===== src/verilog/rung_eval_regs.vh =====
// Operation
// - rung logic lives on an eight-deep push-down stack; pushes shift entries down
// - a push beyond eight levels raises an error instead of evaluating
// - or-merge ORs the top two levels into one
// - and-merge ANDs the top two levels into one
// - push contact pushes the addressed bit uninverted
// - push inverted contact pushes the complement of the addressed bit
// - or contact ORs the addressed image bit into the top
// - or inverted contact ORs the complemented image bit into the top
// - compare two 4-digit values for equal, unequal, greater-or-equal, less-than
// - physical inputs sampled and outputs driven only in update phases, except by immediate contacts and coils
// - immediate contact and coil access physical points, pausing execution meanwhile
// - an immediate read never writes the input image
// - later plain instructions use the image; later immediates sample again
// - an immediate output drives the physical point and updates the output image
`ifndef RUNG_EVAL_REGS_VH
`define RUNG_EVAL_REGS_VH
`define OP_NOP 4'h0
`define OP_PUSH 4'h1
`define OP_PUSH_INV 4'h2
`define OP_OR 4'h3
`define OP_OR_INV 4'h4
`define OP_OR_MERGE 4'h5
`define OP_AND_MERGE 4'h6
`define OP_PUSH_CMP 4'h7
`define OP_PUSH_IMM 4'h8
`define OP_PUSH_INV_IMM 4'h9
`define OP_OUT_IMM 4'ha
`define OP_OUT 4'hb
`define CMP_EQ 2'h0
`define CMP_NE 2'h1
`define CMP_GE 2'h2
`define CMP_LT 2'h3
`define STACK_DEPTH 8
`define IMM_WAIT 4'h3
`endif


===== src/verilog/bool_stack.v =====
`timescale 1ns/1ns
`include "rung_eval_regs.vh"
// eight-entry shift stack; each level is a register
module bool_stack #(
	parameter DEPTH = `STACK_DEPTH
) (
	input wire sys_clk,
	input wire rst,
	input wire ce,
	input wire clear,
	input wire push,
	input wire pushBit,
	input wire merge,
	input wire mergeIsAnd,
	input wire orTop,
	input wire orBit,
	output wire top
);
	reg [DEPTH-1:0] level;
	genvar i;
	assign top = level[0];
	// level 0 is the top; a merge pulls the rest up one level
	generate
		for (i = 0; i < DEPTH; i = i + 1) begin : g_lvl
			always @(posedge sys_clk) begin
				if (rst || (ce && clear)) begin
					level[i] <= 1'b0;
				end else if (ce) begin
					if (push) begin
						level[i] <= (i == 0) ? pushBit : level[(i == 0) ? 0 : i-1];
					end else if (merge) begin
						if (i == 0)
							level[i] <= mergeIsAnd ? (level[0] & level[1 % DEPTH]) :
								(level[0] | level[1 % DEPTH]);
						else
							level[i] <= (i == DEPTH-1) ? 1'b0 : level[(i + 1) % DEPTH];
					end else if (orTop && i == 0) begin
						level[i] <= level[0] | orBit;
					end
				end
			end
		end
	endgenerate
endmodule // bool_stack


===== src/verilog/rung_evaluator.v =====
`timescale 1ns/1ns
`include "rung_eval_regs.vh"
module rung_evaluator #(
	parameter NIN = 8,
	parameter NOUT = 8,
	parameter AW = 3,
	parameter DW = 16
) (
	input wire sys_clk,
	input wire rst,
	input wire ce,
	input wire rungStart,
	input wire instValid,
	input wire [3:0] opcode,
	input wire [AW-1:0] bitAddr,
	input wire useMemBit,
	input wire memBit,
	input wire [1:0] cmpSel,
	input wire [DW-1:0] cmpA,
	input wire [DW-1:0] cmpB,
	input wire inputPhase,
	input wire outputPhase,
	input wire [NIN-1:0] physIn,
	output wire instReady,
	output reg [NOUT-1:0] physOut,
	output reg [NIN-1:0] inImage,
	output reg [NOUT-1:0] outImage,
	output wire rungResult,
	output reg [3:0] depth,
	output reg stackError
);
	// two-flop pin sync and the immediate access sequencer state
	reg [NIN-1:0] inSync1;
	reg [NIN-1:0] inSync2;
	reg [3:0] waitCnt;
	reg busy;
	reg [3:0] busyOp;
	reg [AW-1:0] busyAddr;
	reg cmpRes;
	reg imageBit;

	// decodes and strobes; the strobes are qualified by accept or by the end of a pause, the opcode decodes are not
	wire topBit;
	wire accept;
	wire isPush;
	wire isMerge;
	wire immDone;
	wire stackPush;
	wire stackPushBit;
	wire immBit;
	wire isImm;
	wire isOrContact;
	wire orGo;
	wire orBit;
	wire mergeGo;
	wire immPushDone;
	wire outImmDone;
	wire pushReq;

	// physical inputs pass two flops before use
	// an immediate read takes the second flop too, one more cycle traded for safety
	always @(posedge sys_clk) begin
		if (rst) begin
			inSync1 <= {NIN{1'b0}};
			inSync2 <= {NIN{1'b0}};
		end else if (ce) begin
			inSync1 <= physIn;
			inSync2 <= inSync1;
		end
	end

	// comparison contact on two 4-digit words, unsigned like bcd digits
	// the last select code falls to less-than so every path assigns the result
	always @* begin
		case (cmpSel)
			`CMP_EQ: cmpRes = (cmpA == cmpB);
			`CMP_NE: cmpRes = (cmpA != cmpB);
			`CMP_GE: cmpRes = (cmpA >= cmpB);
			default: cmpRes = (cmpA < cmpB);
		endcase
	end

	// contact source: image bit or a memory bit
	always @* begin
		if (useMemBit)
			imageBit = memBit;
		else
			imageBit = inImage[bitAddr];
	end

	// immediate ops stall the sequencer; no new instruction while busy
	assign instReady = !busy;
	assign accept = ce && instValid && !busy;
	assign isPush = (opcode == `OP_PUSH) || (opcode == `OP_PUSH_INV) ||
		(opcode == `OP_PUSH_CMP);
	assign isMerge = (opcode == `OP_OR_MERGE) || (opcode == `OP_AND_MERGE);
	assign immDone = busy && (waitCnt == 4'h0);
	// immediate opcodes go through the stall sequencer, not the plain stack path
	assign isImm = (opcode == `OP_PUSH_IMM) || (opcode == `OP_PUSH_INV_IMM) ||
		(opcode == `OP_OUT_IMM);
	// parallel contact; a rung start in the same cycle wins
	assign isOrContact = (opcode == `OP_OR) || (opcode == `OP_OR_INV);
	assign orGo = accept && isOrContact && !rungStart;
	assign orBit = (opcode == `OP_OR_INV) ? ~imageBit : imageBit;
	// a merge below two levels has nothing to combine and is dropped
	assign mergeGo = accept && isMerge && (depth > 4'h1) && !rungStart;
	// end of a pause: either the pushing read or the output write lands now
	assign immPushDone = immDone && (busyOp != `OP_OUT_IMM);
	assign outImmDone = immDone && (busyOp == `OP_OUT_IMM);
	// any request for a new level, whether or not it still fits
	assign pushReq = (accept && isPush) || immPushDone;
	// the freshly sampled pin feeds only this push, never the image
	assign immBit = inSync2[busyAddr];
	// overflow push is refused so the stack is left as it was; after an
	// overflow the rung is void, so pushes stay refused until the next start
	assign stackPush = pushReq && (depth < `STACK_DEPTH) && !stackError;

	// choose what the push places on top
	assign stackPushBit = immDone ? ((busyOp == `OP_PUSH_INV_IMM) ? ~immBit : immBit) :
		(opcode == `OP_PUSH_CMP) ? cmpRes :
		(opcode == `OP_PUSH_INV) ? ~imageBit : imageBit;

	// the stack holds only bits; depth and the overflow flag are kept here
	bool_stack #(
		.DEPTH(`STACK_DEPTH)
	) u_stack (
		.sys_clk(sys_clk),
		.rst(rst),
		.ce(ce),
		.clear(rungStart),
		.push(stackPush),
		.pushBit(stackPushBit),
		.merge(mergeGo),
		.mergeIsAnd(opcode == `OP_AND_MERGE),
		.orTop(orGo),
		.orBit(orBit),
		.top(topBit)
	);
	// rung result is the stack top straight from its flop
	assign rungResult = topBit;

	// stack depth; a rung start clears it and wins over an instruction that cycle
	always @(posedge sys_clk) begin
		if (rst) begin
			depth <= 4'h0;
		end else if (ce) begin
			if (rungStart)
				depth <= 4'h0;
			else if (stackPush)
				depth <= depth + 4'h1;
			else if (mergeGo)
				depth <= depth - 4'h1;
		end
	end

	// overflow flag: set by a refused push, held until a rung start so the rung
	// is reported void rather than evaluated with a lost level
	always @(posedge sys_clk) begin
		if (rst) begin
			stackError <= 1'b0;
		end else if (ce) begin
			if (rungStart)
				stackError <= 1'b0;
			else if (pushReq && !stackPush)
				stackError <= 1'b1;
		end
	end

	// immediate access sequencer: holds off execution for IMM_WAIT plus one cycles
	// the count stands for the pin access time; the sequencer drives instReady low meanwhile
	always @(posedge sys_clk) begin
		if (rst) begin
			busy <= 1'b0;
			waitCnt <= 4'h0;
			busyOp <= `OP_NOP;
			busyAddr <= {AW{1'b0}};
		end else if (ce) begin
			if (accept && isImm) begin
				busy <= 1'b1;
				waitCnt <= `IMM_WAIT;
				busyOp <= opcode;
				busyAddr <= bitAddr;
			end else if (immDone) begin
				busy <= 1'b0;
			end else if (busy) begin
				waitCnt <= waitCnt - 4'h1;
			end
		end
	end

	// input image loads only in the input update phase
	// an immediate read never lands here, so later plain contacts keep the old image
	always @(posedge sys_clk) begin
		if (rst) begin
			inImage <= {NIN{1'b0}};
		end else if (ce && inputPhase) begin
			inImage <= inSync2;
		end
	end

	// output image: a plain coil writes only here; an immediate write lands here too
	always @(posedge sys_clk) begin
		if (rst) begin
			outImage <= {NOUT{1'b0}};
		end else if (ce) begin
			if (accept && (opcode == `OP_OUT))
				outImage[bitAddr] <= topBit;
			else if (outImmDone)
				outImage[busyAddr] <= topBit;
		end
	end

	// pins follow the image only in the output phase; an immediate write that
	// lands in that cycle takes it, and the other points wait for the next phase
	always @(posedge sys_clk) begin
		if (rst) begin
			physOut <= {NOUT{1'b0}};
		end else if (ce) begin
			if (outImmDone)
				physOut[busyAddr] <= topBit;
			else if (outputPhase)
				physOut <= outImage;
		end
	end
endmodule // rung_evaluator


===== config.mk =====
export PLATFORM = sky130hd
export DESIGN_NAME = rung_evaluator
export DESIGN_NICKNAME = d
export VERILOG_FILES = /design/src/verilog/bool_stack.v /design/src/verilog/rung_evaluator.v
export VERILOG_INCLUDE_DIRS = /design/src /design/src/verilog
export SDC_FILE = /design/constraint.sdc
export NUM_CORES = 1
export LEC_CHECK = 0
export ABC_CLOCK_PERIOD_IN_PS = 3000
export BUFFER_PORTS_ARGS = -buffer_cell sky130_fd_sc_hd__buf_2
export CAP_MARGIN = 40
export CORE_ASPECT_RATIO = 2
export CORE_UTILIZATION = 35
export DETAILED_ROUTE_END_ITERATION = 10
export SLEW_MARGIN = 25
export SYNTH_ARGS = -nofsm -noshare
export SYNTH_HDL_FRONTEND = slang
export SYNTH_SLANG_ARGS = --single-unit

===== constraint.sdc =====
create_clock -name sys_clk -period 3 [get_ports sys_clk]
set_input_delay 0.9 -clock sys_clk [delete_from_list [all_inputs] [get_ports sys_clk]]
set_output_delay 0.9 -clock sys_clk [all_outputs]
set_load 0.01 [all_outputs]

* Word-level counts from Yosys, hierarchy flattened *
Cells that the tools add are included.

word-level totals
  input bits = 58
  register bits after elaboration = 65
  logic and storage cells = 155

operators by class
  equal/unequal tests = 19
  $add $sub $neg = 3
  reductions and logical operators = 51
  bitwise logic cells = 5
  mux-type cells = 50
  order comparisons = 8

operators with widths
  cell                                                           count
  2-to-1 mux 1 bit                                               32
  2-to-1 mux 8 bit                                               4
  bitwise mux 8 bit                                              3
  == test 4 bit, second input constant                           6
  2-to-1 mux 4 bit                                               6
  logical AND 1 bit                                              20
  == test 16 bit                                                 1
  == test 4 x 3 -> 1 bit, second input constant                  4
  >= comparator 16 bit                                           1
  < comparator 16 bit                                            1
  inequality test 16 bit                                         1
  AND reduction 2 bit                                            8
  nonzero test 2 bit                                             6
  == test 4 x 2 -> 1 bit, second input constant                  2
  logical OR 1 bit                                               8
  < comparator 3 x 4 -> 1 bit, second input constant             2
  subtractor 4 x 1 -> 4 bit, second input constant               2
  binary-select mux 1 bit (select 3 bit)                         2
  demux 1 bit (select 3 bit)                                     2
  >= comparator 3 x 1 -> 1 bit, second input constant            2
  nonzero test 3 bit                                             2
  adder 4 x 1 -> 4 bit, second input constant                    1
  == test 4 x 1 -> 1 bit, second input constant                  1
  greater-than comparator 4 x 1 -> 1 bit, second input constant  1
  other kinds (13)                                               18

* Logic depth before layout (Yosys ltp) *
  depth in word-level cells = 11
  gate-level depth with buffers = 10

* Cells and area by module *
A second synthesis with hierarchy kept.

unflattened totals
  cells, all modules = 466
  area, all modules = 3,792.4 um^2

modules (own cells, without submodules)
  module          times used  sequential area each (um^2)  area an instance (um^2)  cells an instance
  rung_evaluator  1           1,141.1                      3,384.5                  423
  bool_stack      1           160.2                        407.9                    43

* Worst setup path before layout *
OpenSTA, ideal clock, no wires.

  kind = input to register
  start = in cmpB[15]
  end = reg u_stack.level[0], in the netlist u_stack.top
  path slack = 363 ps
  setup time = 121 ps
  arrival = 2,516 ps
  buffers on the path = 0
  stages on the path = 9
  cells stage by stage = inv_1 ha_1 nand4_1 nor4_1 mux2_2 a311oi_1 nand3b_1 a31oi_1 o31ai_1

on the way
  cells in the longest elaborated chain, start to end = 5
  elaborated cells between the ends (all ways) = 8
  those cells by class = order compare (2); eq/ne (2); mux (4)

RTL lines
  what                                               RTL line              source
  start, declared                                    rung_evaluator.v:20   input wire [DW-1:0] cmpB,
  < comparator 16 bit, or another cell as far along  rung_evaluator.v:79   default: cmpRes = (cmpA < cmpB);
  case mux 1 bit (3 select lines) (*)                rung_evaluator.v:75   case (cmpSel)
  2-to-1 mux 1 bit (*)                               rung_evaluator.v:120  (opcode == `OP_PUSH_CMP) ? cmpRes :
  2-to-1 mux 1 bit (*)                               rung_evaluator.v:119  assign stackPushBit = immDone ? ((busyOp == `OP_PUSH_INV_IMM) ? ~immBit : immBit) :
  2-to-1 mux 1 bit (*)                               bool_stack.v:29       if (push) begin
  end signal, assigned by index                      bool_stack.v:30       level[i] <= (i == 0) ? pushBit : level[(i == 0) ? 0 : i-1];
  end signal, assigned by index                      bool_stack.v:33       level[i] <= mergeIsAnd ? (level[0] & level[1 % DEPTH]) :
  end signal, assigned by index                      bool_stack.v:36       level[i] <= (i == DEPTH-1) ? 1'b0 : level[(i + 1) % DEPTH];
  end, declared                                      bool_stack.v:19       reg [DEPTH-1:0] level;

Mark *: on every way between the ends. The rest lies on a longest branch, timed or not.
A chain may end at the register's enable or synchronous reset.

* Worst setup path after layout *
  start = in cmpA[15]
  end = reg u_stack.level[0], in the netlist u_stack.top

on the way
  cells in the longest elaborated chain, start to end = 5
  elaborated cells between the ends (all ways) = 8
  those cells by class = order compare (2); eq/ne (2); mux (4)

RTL lines
  what                                               RTL line              source
  start, declared                                    rung_evaluator.v:19   input wire [DW-1:0] cmpA,
  < comparator 16 bit, or another cell as far along  rung_evaluator.v:79
  case mux 1 bit (3 select lines) (*)                rung_evaluator.v:75
  2-to-1 mux 1 bit (*)                               rung_evaluator.v:120
  2-to-1 mux 1 bit (*)                               rung_evaluator.v:119
  2-to-1 mux 1 bit (*)                               bool_stack.v:29

Marked as above.

==> flow_metrics.env <==
export IMPL_status="completed"
export IMPL_viasPerCell=5.30
export IMPL_grt_start_max_net_pins=31
export IMPL_clockRootBuffer="clkbuf_16"
export IMPL_drc=0
export IMPL_setup_violations=0
export IMPL_cts_inserted_buffers=9
export IMPL_drtIter0Drc=127
export IMPL_slew_viol_final=0
export IMPL_drive_above_1_share_pct=22.5
export IMPL_fin_crit_sh_pct=86.3
export IMPL_crit_chain="buf_2 -> ha_1 -> nand4_1 -> nor4_1 -> mux2_2 -> a311oi_1 -> nand3b_1 -> a31oi_1 -> o31ai_1"
export IMPL_p_leak_nw=2.06
export IMPL_max_stage_delay_ps=380
export IMPL_holdPathEnd="inImage[2]"
export IMPL_num_antenna_cells=0
export IMPL_endpoint_kind="flip-flop"
export IMPL_p_switching_w=0.000567
export IMPL_clock_power_share_pct=49.7
export IMPL_post_cts_repair_setup_buffers=0
export IMPL_setup_slack_ps=412
export IMPL_synth_seq_area_share_pct=33.7
export IMPL_fin_nets=633
export IMPL_place_gp_congestion=0.833
export IMPL_synth_edf_count=0
export IMPL_finClkSkew_ps=4.71
export IMPL_hpwl_um=7820
export IMPL_hold_path_depth=2
export IMPL_synth_area_top_cells="dfxtp_1 34%, mux2i_1 9.3%, ha_1 6.5%, nor2_1 5.3%, a21oi_1 5.1%"
export IMPL_irDropWorstVdd_mv=0.303
export IMPL_grtUsageTotal_pct=18.8
export IMPL_dp_cells=681
export IMPL_antenna_found_initial=0
export IMPL_fillCellCount=1101
export IMPL_cp_data_required_time_ps=3220
export IMPL_total_power_w=0.00232
export IMPL_min_period_ps=2590
export IMPL_die_x_um=76.3
export IMPL_yosysMostFrequentCell="dfxtp_1"
export IMPL_grt_setup_unrepaired="false"
export IMPL_synth_cell_type_count=57
export IMPL_seqPwrFrac_pct=39.1
export IMPL_grt_pass1_wl_um=17000
export IMPL_final_hold_viol_count=0
export IMPL_synth_top_cell_area_share_pct=33.7
export IMPL_area_delta_synth_final_pct=22.8
export IMPL_p_sw_share_pct=24.4
export IMPL_synth_seq_cells=65
export IMPL_syn_avg_cell_area_sq_um=8.04
export IMPL_min_path_type="flip-flop to flip-flop"
export IMPL_cts_tree="yes"
export IMPL_synthTopCellsByCount="65 x dfxtp_1, 54 x nor2_1, 41 x nand2_1, 39 x a21oi_1, 36 x mux2i_1"
export IMPL_start_util_pct=36.4
export IMPL_syn_num_nets=558
export IMPL_yosys_warnings=0
export IMPL_htreeDepth=3
export IMPL_crit_slowest_cell="mux2_2"
export IMPL_crit_fanout=4
export IMPL_hp_start="inImage[2]"
export IMPL_syn_inst=480
export IMPL_wl_per_cell_um=14.5
export IMPL_synth_largest_area_cell="dfxtp_1"
export IMPL_die_area_sq_um=11500
export IMPL_r2r_slack_ps=700
export IMPL_share_comb_of_total_power_pct=11.2
export IMPL_vias=3697
export IMPL_fmax_mhz=386
export IMPL_worstMarginPinSlew_ps=592
export IMPL_power_density_nw_per_um2=489
export IMPL_clock_sinks=65
export IMPL_cell_internal_pwr_w=0.00175
export IMPL_synth_area_sq_um=3860
export IMPL_io_buffers=88
export IMPL_cap_violations=0
export IMPL_cts_resized_gates=0
export IMPL_r2r_end="depth[2]"
export IMPL_grt_pass1_vias=3641
export IMPL_totalWireLength_um=10100
export IMPL_die_h_um=151
export IMPL_firstDrtPassIters=4
export IMPL_pin_count=89
export IMPL_antenna_left=0
export IMPL_rows=53
export IMPL_cts_hold_buffers_added=0
export IMPL_insertion_delay_ps=330
export IMPL_timing_setup_tns_ps=0
export IMPL_ff2ff_path_depth=8
export IMPL_core_sq_um=10600
export IMPL_critPathArrivalTime_ps=2810
export IMPL_timing_rr_start="depth[0]"
export IMPL_synthArstFlopShare_pct=0
export IMPL_slew_headroom_pct=60.2
export IMPL_synth_ff_type="dfxtp_1"
export IMPL_clk_pin_slew_worst_paths_ps=60
export IMPL_final_cell_count_no_fill=697
export IMPL_grt_ovfl_total=0
export IMPL_cp_start_kind="primary input"
export IMPL_path_class="primary input to flip-flop"
export IMPL_pre_cts_slack_ps=83.6
export IMPL_clockBufferDepth=2
layout by cell type (no fill, tap or decap), types with 8 or more instances in the layout:
| cell | count |
|---|---|
| nand2_1 | 41 |
| o21ai_0 | 28 |
| inv_1 | 28 |
| mux2i_1 | 36 |
| buf_4 | 8 |
| a21oi_1 | 39 |
| nand3_1 | 15 |
| nor2_1 | 54 |
| nand2b_1 | 8 |
| dfxtp_1 | 65 |
| buf_2 | 88 |
| nor3_1 | 12 |
| clkbuf_16 | 9 |
| a211oi_1 | 10 |
| ha_1 | 20 |
worst max path at each step:
stage | startpoint | endpoint | slack, ps
4_1_cts | cmpA[15] | u_stack.top | 430
5_1_grt | cmpB[15] | u_stack.top | 320
6_report | cmpA[15] | u_stack.top | 410
3_3_place_gp | cmpB[15] | u_stack.top | 140
2_1_floorplan | cmpB[15] | u_stack.top | 360
3_5_place_dp | cmpA[15] | u_stack.top | 80
layout make-up:
cell class              instances  area [sq um]  area share, %
inverters                      28           105           2.22
clock buffers                  10           239           5.04
multi-input cells             354          2310           48.8
repair buffers                 97           520           11.0
flip-flops and latches         65          1300           27.4
well taps                     137           171           3.62
clock inverters                 6          90.1           1.90
routing by layer:
layer | up-vias | GRT usage [%] | wire length, um
met1 | 1735 | 19.0 | 3870
met5 | - | 0 | 0
met3 | 17 | 4.06 | 388
met2 | 89 | 35.7 | 5650
li1 | 1856 | - | -
met4 | 0 | 9.52 | 223
stage by stage:
step,area [sq um],hold slack (ps),utilization [%]
after global routing,4740,495,44.7
after detailed placement,4410,475,41.6
final,4740,482,44.7
after floorplan,3860,450,-
after CTS,4740,484,44.7
after global placement,4410,464,41.6
sequential cells by signal (all words and copies together) (netlist names), 7 cells and up:
name	cells
inImage	8
inSync1	8
inSync2	8
outImage	8
physOut	8
u_stack.level	7
cell families (layout without fill, tap and decap cells):
| group | Yosys count | count (layout) | share of synthesized area (%) |
|---|---|---|---|
| mux | 42 | 42 | 11.4 |
| simple gates | 181 | 181 | 24.0 |
| compound gates | 103 | 103 | 16.2 |
| fa+ha+maj | 20 | 20 | 6.48 |
| flops | 65 | 65 | 33.7 |
| buf+inv | 61 | 141 | 6.35 |
| xor+xnor | 8 | 8 | 1.82 |
worst max-delay path: cells and delay by family:
family / cells / cell delay [ps]
multiplexers: 1 / 380
AO/OA/AOI/OAI: 3 / 480
buffers and inverters: 1 / 100
AND/OR/NAND/NOR: 3 / 640
adder cells (fa/ha/maj): 1 / 310
power by group through the flow:
| stage | clock network [W] | logic, W | registers (W) |
|---|---|---|---|
| 2_1_floorplan | 0 | 0.000167 | 0.000922 |
| 4_1_cts | 0.00118 | 0.000262 | 0.000906 |
| 3_5_place_dp | 0 | 0.000261 | 0.000925 |
| 6_report | 0.00115 | 0.000260 | 0.000906 |
| 5_1_grt | 0.00122 | 0.000292 | 0.000909 |
| 3_3_place_gp | 0 | 0.000250 | 0.000924 |
Power figures use the tool's default switching activity.
